$ cat src/rtl/ipr_pkg.sv
// Purpose: constants and types for the priority register bank 4 to 8
// Assumes: 16-bit registers on a plain strobe port, word indices 0 to 4
// Notes:   each field is three bits; zero means the source is disabled
// How it works
// - Field code 111 gives its source level seven, the highest.
// - Code 001 gives level one; codes two to six map directly.
// - A zero field disables its source; no request leaves.
// - Unimplemented bits read zero and ignore writes.
// - Every field resets to 100, level four, and is read/write.
// - Register 5: capture8, capture7, converter2, ext_irq1 fields.
// - Register 6: timer4, compare4, compare3, xfer_chan2 fields.
// - Register 7: serial2 tx, serial2 rx, ext_irq2, timer5 fields.
// - Register 8: can1 event, can1 rx ready, spi2 event, spi2 error.
package ipr_pkg;
    localparam int          IPR_ADDR_W    = 3;
    localparam int          IPR_NSRC      = 19;
    localparam logic [2:0]  IPR_IDX_CTRL4 = 3'h0;
    localparam logic [2:0]  IPR_IDX_CTRL5 = 3'h1;
    localparam logic [2:0]  IPR_IDX_CTRL6 = 3'h2;
    localparam logic [2:0]  IPR_IDX_CTRL7 = 3'h3;
    localparam logic [2:0]  IPR_IDX_CTRL8 = 3'h4;
    localparam logic [2:0]  IPR_LVL_RST   = 3'h4;
    localparam logic [2:0]  IPR_LVL_OFF   = 3'h0;
    localparam logic [15:0] IPR_MASK_FULL = 16'h7777;
    localparam logic [15:0] IPR_MASK_4    = 16'h7077;
    localparam logic [15:0] IPR_RST_FULL  = 16'h4444;
    localparam logic [15:0] IPR_RST_4     = 16'h4044;

    typedef struct packed {
        logic [IPR_ADDR_W-1:0] addr;
        logic [15:0]           wdata;
        logic                  wr;
        logic                  rd;
    } ipr_bus_t;
endpackage : ipr_pkg

$ cat src/rtl/ipr_regs.sv
// Purpose: priority control registers 4 to 8 with per-source gating
// Assumes: pending flags come from logic on the same clock
// Notes:   level outputs read zero for a disabled source
`timescale 1ns/10ps
module ipr_regs (
    input  wire logic                  clock_i,
    input  wire logic                  sys_rst_i,
    input  wire ipr_pkg::ipr_bus_t     bus_i,
    output logic [15:0]                rdata_o,
    input  wire logic [18:0]           pend_i,
    output logic [18:0]                req_o,
    output logic [56:0]                level_o
);
    // Register state, one word per implemented index
    logic [15:0] r4_q;
    logic [15:0] r5_q;
    logic [15:0] r6_q;
    logic [15:0] r7_q;
    logic [15:0] r8_q;

    // Read path: one registered word, zero outside the read cycle
    logic [15:0] rdata_q;
    logic [15:0] rdata_d;
    logic [15:0] rsel;

    // Bus decode
    wire  [15:0] wd      = bus_i.wdata;
    wire         hit4    = bus_i.addr == ipr_pkg::IPR_IDX_CTRL4;
    wire         hit5    = bus_i.addr == ipr_pkg::IPR_IDX_CTRL5;
    wire         hit6    = bus_i.addr == ipr_pkg::IPR_IDX_CTRL6;
    wire         hit7    = bus_i.addr == ipr_pkg::IPR_IDX_CTRL7;
    wire         hit8    = bus_i.addr == ipr_pkg::IPR_IDX_CTRL8;
    wire         hit_any = hit4 || hit5 || hit6 || hit7 || hit8;

    // Write strobes per register
    wire         we4     = bus_i.wr && hit4;
    wire         we5     = bus_i.wr && hit5;
    wire         we6     = bus_i.wr && hit6;
    wire         we7     = bus_i.wr && hit7;
    wire         we8     = bus_i.wr && hit8;

    // Masked write data; reserved positions never reach a flop
    wire  [15:0] wd4     = wd & ipr_pkg::IPR_MASK_4;
    wire  [15:0] wd_full = wd & ipr_pkg::IPR_MASK_FULL;

    // Unmapped indices read zero
    always_comb begin
        if (hit4) begin
            rsel = r4_q;
        end else if (hit5) begin
            rsel = r5_q;
        end else if (hit6) begin
            rsel = r6_q;
        end else if (hit7) begin
            rsel = r7_q;
        end else if (hit8) begin
            rsel = r8_q;
        end else begin
            rsel = 16'h0000;
        end
    end

    // Data stands only the cycle after the strobe, so idle reads show 0
    assign rdata_d = bus_i.rd ? rsel : 16'h0000;

    always_ff @(posedge clock_i) begin
        if (sys_rst_i) begin
            r4_q <= ipr_pkg::IPR_RST_4;
        end else if (we4) begin
            r4_q <= wd4;
        end
    end

    always_ff @(posedge clock_i) begin
        if (sys_rst_i) begin
            r5_q <= ipr_pkg::IPR_RST_FULL;
        end else if (we5) begin
            r5_q <= wd_full;
        end
    end

    always_ff @(posedge clock_i) begin
        if (sys_rst_i) begin
            r6_q <= ipr_pkg::IPR_RST_FULL;
        end else if (we6) begin
            r6_q <= wd_full;
        end
    end

    always_ff @(posedge clock_i) begin
        if (sys_rst_i) begin
            r7_q <= ipr_pkg::IPR_RST_FULL;
        end else if (we7) begin
            r7_q <= wd_full;
        end
    end

    always_ff @(posedge clock_i) begin
        if (sys_rst_i) begin
            r8_q <= ipr_pkg::IPR_RST_FULL;
        end else if (we8) begin
            r8_q <= wd_full;
        end
    end

    always_ff @(posedge clock_i) begin
        if (sys_rst_i) begin
            rdata_q <= 16'h0000;
        end else begin
            rdata_q <= rdata_d;
        end
    end

    assign rdata_o = rdata_q;

    // Named fields of register 4; bits 11-7 have no storage behind them
    wire  [2:0]  change_notify_level      = r4_q[14:12];
    wire  [2:0]  twowire1_master_level    = r4_q[6:4];
    wire  [2:0]  twowire1_slave_level     = r4_q[2:0];

    // Named fields of register 5
    wire  [2:0]  capture8_level           = r5_q[14:12];
    wire  [2:0]  capture7_level           = r5_q[10:8];
    wire  [2:0]  converter2_done_level    = r5_q[6:4];
    wire  [2:0]  ext_irq1_level           = r5_q[2:0];

    // Named fields of register 6
    wire  [2:0]  timer4_level             = r6_q[14:12];
    wire  [2:0]  compare4_level           = r6_q[10:8];
    wire  [2:0]  compare3_level           = r6_q[6:4];
    wire  [2:0]  xfer_chan2_done_level    = r6_q[2:0];

    // Named fields of register 7
    wire  [2:0]  serial2_tx_level         = r7_q[14:12];
    wire  [2:0]  serial2_rx_level         = r7_q[10:8];
    wire  [2:0]  ext_irq2_level           = r7_q[6:4];
    wire  [2:0]  timer5_level             = r7_q[2:0];

    // Named fields of register 8
    wire  [2:0]  can1_event_level         = r8_q[14:12];
    wire  [2:0]  can1_rx_ready_level      = r8_q[10:8];
    wire  [2:0]  serial_periph2_event_level = r8_q[6:4];
    wire  [2:0]  serial_periph2_error_level = r8_q[2:0];

    // Source order: register 4 high..low, then 5..8 fields high..low
    wire  [56:0] lv = {change_notify_level,
                       twowire1_master_level,
                       twowire1_slave_level,
                       capture8_level,
                       capture7_level,
                       converter2_done_level,
                       ext_irq1_level,
                       timer4_level,
                       compare4_level,
                       compare3_level,
                       xfer_chan2_done_level,
                       serial2_tx_level,
                       serial2_rx_level,
                       ext_irq2_level,
                       timer5_level,
                       can1_event_level,
                       can1_rx_ready_level,
                       serial_periph2_event_level,
                       serial_periph2_error_level};

    // Level equals field code: 1 lowest, 7 highest; ranking is downstream
    assign level_o = lv;

    // Gating only; a zero code must never let a pending flag through
    genvar g;
    generate
        for (g = 0; g < ipr_pkg::IPR_NSRC; g++) begin : g_src
            assign req_o[g] = pend_i[g] &&
                (lv[3*g +: 3] != ipr_pkg::IPR_LVL_OFF);

            off_blocks_a: assert property (@(posedge clock_i)
                disable iff (sys_rst_i)
                (lv[3*g +: 3] == ipr_pkg::IPR_LVL_OFF) |-> !req_o[g])
                else $error("disabled source raised a request");

            req_on_a: assert property (@(posedge clock_i)
                disable iff (sys_rst_i)
                pend_i[g] && lv[3*g +: 3] != ipr_pkg::IPR_LVL_OFF
                |-> req_o[g])
                else $error("enabled source request lost");
        end
    endgenerate

    // Reserved positions stay zero in every register
    gap_zero_a: assert property (@(posedge clock_i) disable iff (sys_rst_i)
        (r4_q & ~ipr_pkg::IPR_MASK_4) == 16'h0000)
        else $error("reserved bit set in register 4");

    res_zero5_a: assert property (@(posedge clock_i) disable iff (sys_rst_i)
        (r5_q & ~ipr_pkg::IPR_MASK_FULL) == 16'h0000)
        else $error("reserved bit set in register 5");

    res_zero6_a: assert property (@(posedge clock_i) disable iff (sys_rst_i)
        (r6_q & ~ipr_pkg::IPR_MASK_FULL) == 16'h0000)
        else $error("reserved bit set in register 6");

    res_zero7_a: assert property (@(posedge clock_i) disable iff (sys_rst_i)
        (r7_q & ~ipr_pkg::IPR_MASK_FULL) == 16'h0000)
        else $error("reserved bit set in register 7");

    res_zero8_a: assert property (@(posedge clock_i) disable iff (sys_rst_i)
        (r8_q & ~ipr_pkg::IPR_MASK_FULL) == 16'h0000)
        else $error("reserved bit set in register 8");

    // Reset loads level four into every field
    rst_val_a: assert property (@(posedge clock_i)
        $past(sys_rst_i) |-> r6_q == ipr_pkg::IPR_RST_FULL)
        else $error("bad reset value in register 6");

    rst_val4_a: assert property (@(posedge clock_i)
        $past(sys_rst_i) |-> r4_q == ipr_pkg::IPR_RST_4)
        else $error("bad reset value in register 4");

    rst_val5_a: assert property (@(posedge clock_i)
        $past(sys_rst_i) |-> r5_q == ipr_pkg::IPR_RST_FULL)
        else $error("bad reset value in register 5");

    rst_val7_a: assert property (@(posedge clock_i)
        $past(sys_rst_i) |-> r7_q == ipr_pkg::IPR_RST_FULL)
        else $error("bad reset value in register 7");

    rst_val8_a: assert property (@(posedge clock_i)
        $past(sys_rst_i) |-> r8_q == ipr_pkg::IPR_RST_FULL)
        else $error("bad reset value in register 8");

    // A write lands in the next cycle, masked
    wr_land_a: assert property (@(posedge clock_i) disable iff (sys_rst_i)
        we6 |=> r6_q == $past(wd_full))
        else $error("write to register 6 not stored");

    wr_land4_a: assert property (@(posedge clock_i) disable iff (sys_rst_i)
        we4 |=> r4_q == $past(wd4))
        else $error("write to register 4 not stored");

    // Unmapped index must leave the whole bank untouched
    wr_unmap_a: assert property (@(posedge clock_i) disable iff (sys_rst_i)
        bus_i.wr && !hit_any |=> $stable(r4_q) && $stable(r5_q)
        && $stable(r6_q) && $stable(r7_q) && $stable(r8_q))
        else $error("unmapped write disturbed the bank");

    // Write then read of the same word returns the masked value
    rd_back_a: assert property (@(posedge clock_i) disable iff (sys_rst_i)
        we5 && !bus_i.rd ##1 bus_i.rd && hit5
        |=> rdata_o == ($past(wd, 2) & ipr_pkg::IPR_MASK_FULL))
        else $error("readback mismatch in register 5");

    rd_back4_a: assert property (@(posedge clock_i) disable iff (sys_rst_i)
        we4 && !bus_i.rd ##1 bus_i.rd && hit4
        |=> rdata_o == ($past(wd, 2) & ipr_pkg::IPR_MASK_4))
        else $error("readback mismatch in register 4");

    rd_back8_a: assert property (@(posedge clock_i) disable iff (sys_rst_i)
        we8 && !bus_i.rd ##1 bus_i.rd && hit8
        |=> rdata_o == ($past(wd, 2) & ipr_pkg::IPR_MASK_FULL))
        else $error("readback mismatch in register 8");

    // Read data stands one cycle only; idle cycles show zero
    rd_idle_a: assert property (@(posedge clock_i) disable iff (sys_rst_i)
        !bus_i.rd |=> rdata_o == 16'h0000)
        else $error("read data outside its cycle");

    // Unmapped reads return zero
    rd_unmap_a: assert property (@(posedge clock_i) disable iff (sys_rst_i)
        bus_i.rd && !hit_any |=> rdata_o == 16'h0000)
        else $error("unmapped read returned data");
endmodule : ipr_regs

$ cat config.mk
export PLATFORM = sky130hd
export DESIGN_NAME = ipr_regs
export DESIGN_NICKNAME = d
export VERILOG_FILES = /design/src/rtl/ipr_pkg.sv /design/src/rtl/ipr_regs.sv
export SDC_FILE = /design/constraint.sdc
export NUM_CORES = 1
export LEC_CHECK = 0
export BUFFER_PORTS_ARGS = -buffer_cell sky130_fd_sc_hd__buf_2
export CORE_MARGIN = 10
export CORE_UTILIZATION = 48
export CTS_CLUSTER_DIAMETER = 40
export CTS_CLUSTER_SIZE = 16
export DETAILED_ROUTE_END_ITERATION = 8
export PLACE_DENSITY = 0.8
export SLEW_MARGIN = 20
export SYNTH_ARGS = -nofsm -noshare
export SYNTH_HDL_FRONTEND = slang
export SYNTH_SLANG_ARGS = --single-unit
$ cat constraint.sdc
create_clock -name clock_i -period 1.85 [get_ports clock_i]
set_clock_uncertainty 0.1 [all_clocks]
set_input_delay 0 -clock clock_i [delete_from_list [all_inputs] [get_ports clock_i]]
set_output_delay 0 -clock clock_i [all_outputs]
set_load 0.005 [all_outputs]
# Yosys cells after proc, flatten, opt, wreduce, memory -nomap -nowiden
# Index checks and enable logic that the tools add are counted.
[classes]
reduce_logical = 47
muxes = 5
bitwise = 1
eq_ne = 4
[op_table]
columns = ["operator", "n"]
rows = [
  ["$mux 15", 5],
  ["$reduce_bool 3->1", 19],
  ["$logic_and 1x1->1", 24],
  ["$eq 3x2->1 const B", 2],
  ["$reduce_or 6->1", 1],
  ["$eq 3x1->1 const B", 1],
  ["$eq 3x3->1 const B", 1],
  ["$logic_not 3->1", 1],
  ["$reduce_or 3->1", 1],
  ["$reduce_or 2->1", 1],
  ["$not 1->1", 1],
]
[totals]
register_bits = 73
inputBits = 42
wordCells = 65

# Logic depth before layout (Yosys ltp)
[depth]
depth_word = 6
ltp_mapped = 6
depth_no_buf = 3

# Worst setup path after synthesis
# Ideal clock, no wire load.
[synth_timing]
path_type = "register -> register"
start = "register r4_q[1]"
end = "register rdata_q[1] (netlist: rdata_o[1])"
path_stages_with_launch = 4
required_ns = 1.630
slack_ns = 0.466
synth_period_minus_slack_ns = 1.384
arrival_ns = 1.164
path_cell_list = "dfxtp_1 or2_2 mux4_2 nor3b_1"
[synth_between]
elab_chain_cells = 1
[synth_lines]
columns = ["element", "line_no", "text"]
rows = [
  ["from (decl)", "ipr_regs.sv:15", "logic [15:0] r4_q;"],
  ["from (signal assigned)", "ipr_regs.sv:68", "r4_q <= ipr_pkg::IPR_RST_4;"],
  ["from (signal assigned)", "ipr_regs.sv:70", "r4_q <= wd4;"],
  ["$mux 15", "ipr_regs.sv:48", "if (hit4) begin"],
  ["to (signal assigned)", "ipr_regs.sv:110", "rdata_q <= rdata_d;"],
  ["to (decl)", "ipr_regs.sv:22", "logic [15:0] rdata_q;"],
]
# No other way between the ends.
# A chain may end at the register's enable or synchronous reset.

# Worst setup path in the final report
[layout_timing]
start = "register r4_q[2]"
end = "register rdata_q[2] (netlist: rdata_o[2])"
# The elaborated chain is that of the path after synthesis.

==> results.md <==
* Run status: finished, final reports clean
* Critical-path maximum fanout at 4
* TritonCTS clock tree: built
* Largest net degree at the start of global routing at between 50 and 60
* Syn Area/Cell at around 10 µm²
* Hold Fails Final Rpt at 0
* Post-route ant nets at 0
* Vias in the first global route at between 3,000 and 4,000
* Rows at 29
* WL/cell at between 15 and 20 µm
* Post-Syn Area at about 3200 µm²
* Number of synthesized register bits at 69
* Slew Limit Headroom at ~61%
* Power Dens Cells at 747 nW/µm²
* Initial Utilization at between 40% and 50%
* All-Layer GR Usage at between 10% and 20%
* Max Slew Vio Count at 0
* Max VDD drop at between 0.6 and 0.7 mV
* Unrepaired setup endpoints after global routing: false
* Ports at 134
* Antenna diode count at 0
* Congestion Overflow GR at 0
* EDFF count, synth at 0
* Initial antenna violation count at 0
* Clock net sink count at 69
* Yosys Warn Count at 0
* Crit path kind: reg -> reg
* Clock tree buffer depth at 2
* Most numerous cell in the Yosys netlist: dfxtp_1
* I/O Buffers at 125
* Vias per cell at roughly 5.6
* DR pass1 iterations at 4
* Hold Crit Depth at 4
* Root Driver: clkbuf_8
* Routed vias at slightly above 3,000
* Clock-pin slew on the worst setup and hold paths at 0.07 ns
* Minimum clock period at around 1.5 ns
* Worst skew pair latency at about 0.33 ns
* Static leakage power at 1.78 nW
* Worst slew pin tran at around 0.58 ns
* Die Footprint at just over 10,000 µm²
* Distinct cells, synth at 33
* Setup TNS Final at 0 ns
* Postcts setup bufs at 0
* Core Area at approximately 6400 µm²
* CTS buffer count at 9
* Commonest cells in the synthesized netlist: dfxtp_1 (69), nor2_1 (32), mux2i_1 (30)
* Area leader, netlist: dfxtp_1
* Total Power at 3.13 mW
* Arr. time, crit path at roughly 1.6 ns
* Total Wirelength at 9820 µm
* Layout cell share with drive strength beyond 1 at 36.9%
* Synth async-reset ratio at 0%
* Post-layout net count at 500
* Area Overhead vs Synth at 31.3%
* Post-cts hold buffer count at 14
* Post-synth top area share at between 40% and 50%
* Reg2Reg Depth at 3
* Largest cells by area after synthesis: dfxtp_1 (43%), mux2i_1 (9.4%), o31a_1 (5.2%)
* Max Fclk at 0.689 GHz
* Max Cap Viol at 0
* Crit-path max cell delay at 0.45 ns
* CP cell instances: or2_2 -> mux4_2 -> nor3b_1
* Post-synthesis sequential area ratio at approximately 43%
* Die H at 102 µm
* GPL Wtd Cong at 0.774
* Mapped Cells at 325
* H-Tree Depth at 3
* Final Setup Violations at 0
* Endpoint type of the worst setup path: register
* Startpoint Class: register
* Worst EP required at a little under 2 ns
* Drc violations at 0
* Cts repair resizes at 0
* Fin crit share at about four fifths
* Slowest CP cell: mux4_2
* HP Class: in -> reg
* Global-route wire length before repair at between 15,000 and 20,000 µm
* Primary FF master, synth: dfxtp_1
* DR iter-0 viols at 134
* Chip Width at roughly 100 µm
* Dpl hpwl at 7040 µm
==> kinds of logic (layout without fill, tap and decap cells) <==
family          count (synthesis)  count (layout)  share of synthesized area [%]
other cells                     1               4                          0.117
compound gates                 60              60                           15.2
buf+inv                        31             166                           5.25
simple gates                  131             131                           24.7
flops                          69              69                           43.2
mux                            33              33                           11.5
==> power breakdown <==
group | leakage (nW) | switching [mW] | internal [mW]
clock | 0.101 | 0.544 | 0.629
sequential | 0.560 | 0.0367 | 1.53
combinational | 1.12 | 0.197 | 0.200
==> cells in the final DEF (no fill, tap or decap), drive strengths merged, types with 2 or more instances in the layout <==
| cell type | netlist | layout |
|---|---|---|
| nor2 | 32 | 32 |
| a211o | 15 | 15 |
| nand2 | 27 | 27 |
| mux2i | 30 | 30 |
| conb | 1 | 4 |
| nor2b | 16 | 16 |
| clkbuf | 14 | 13 |
| nor3b | 3 | 3 |
| mux4 | 3 | 3 |
| or2 | 9 | 9 |
| o221a | 3 | 3 |
| nand4 | 6 | 6 |
| a21oi | 14 | 14 |
| dfxtp | 69 | 69 |
| nand3b | 16 | 16 |
| clkinv | 0 | 2 |
| buf | 17 | 136 |
| dlygate4sd3 | 0 | 14 |
| a32o | 6 | 6 |
| and4bb | 2 | 2 |
| nand2b | 2 | 2 |
| a21boi | 3 | 3 |
| or4bb | 11 | 11 |
| o31a | 19 | 19 |
==> sequential cells by signal (all words and copies together) (netlist names) <==
register / cells
r6_q: 12
r7_q: 12
r8_q: 12
r5_q: 12
r4_q: 9
rdata_o: 12
==> metal layers <==
layer	share of wire, %	vias to the layer above	GRT usage (%)
met5	0	-	0
met4	1.2	0	5.50
met3	8.2	12	5.65
met2	47	123	29.6
met1	44	1444	23.2
li1	-	1440	-
==> cell type report <==
class	count	area, µm²
multi-input combinational	228	1670
fill	531	2230
timing repair buffer	150	848
sequential	69	1380
tap	77	96.3
clock buffer	13	179
clock inverter	3	17.5
==> worst paths after layout <==
path             from    endpoint  slack, ns
min          bus_i[1]    r7_q[14]       0.06
max reg2reg   r4_q[2]  rdata_o[2]       0.40
max           r4_q[2]  rdata_o[2]       0.40
min reg2reg   r7_q[5]     r7_q[5]       0.39
==> per-stage QoR <==
| stage | util (%) | worst slack, ns | cell area, µm² | hold WS, ns | cells |
|---|---|---|---|---|---|
| final | 65.3 | 0.399 | 4200 | 0.0603 | 540 |
| after global routing | 65.3 | 0.347 | 4200 | 0.0946 | 540 |
| after CTS | 65.3 | 0.402 | 4200 | 0.0385 | 540 |
| after detailed placement | 60.1 | 0.287 | 3860 | 0.176 | 510 |
| after global placement | 60.1 | 0.322 | 3860 | 0.161 | 510 |
| after floorplan | - | 0.466 | 3210 | -0.0104 | 328 |
==> worst max-delay path, delay by kind of cell (launching register included) <==
| family | cells | cell delay, ns |
|---|---|---|
| DFF | 1 | 0.34 |
| muxes | 1 | 0.45 |
| and+or+nand+nor | 2 | 0.44 |
Power figures use the tool's default switching activity.
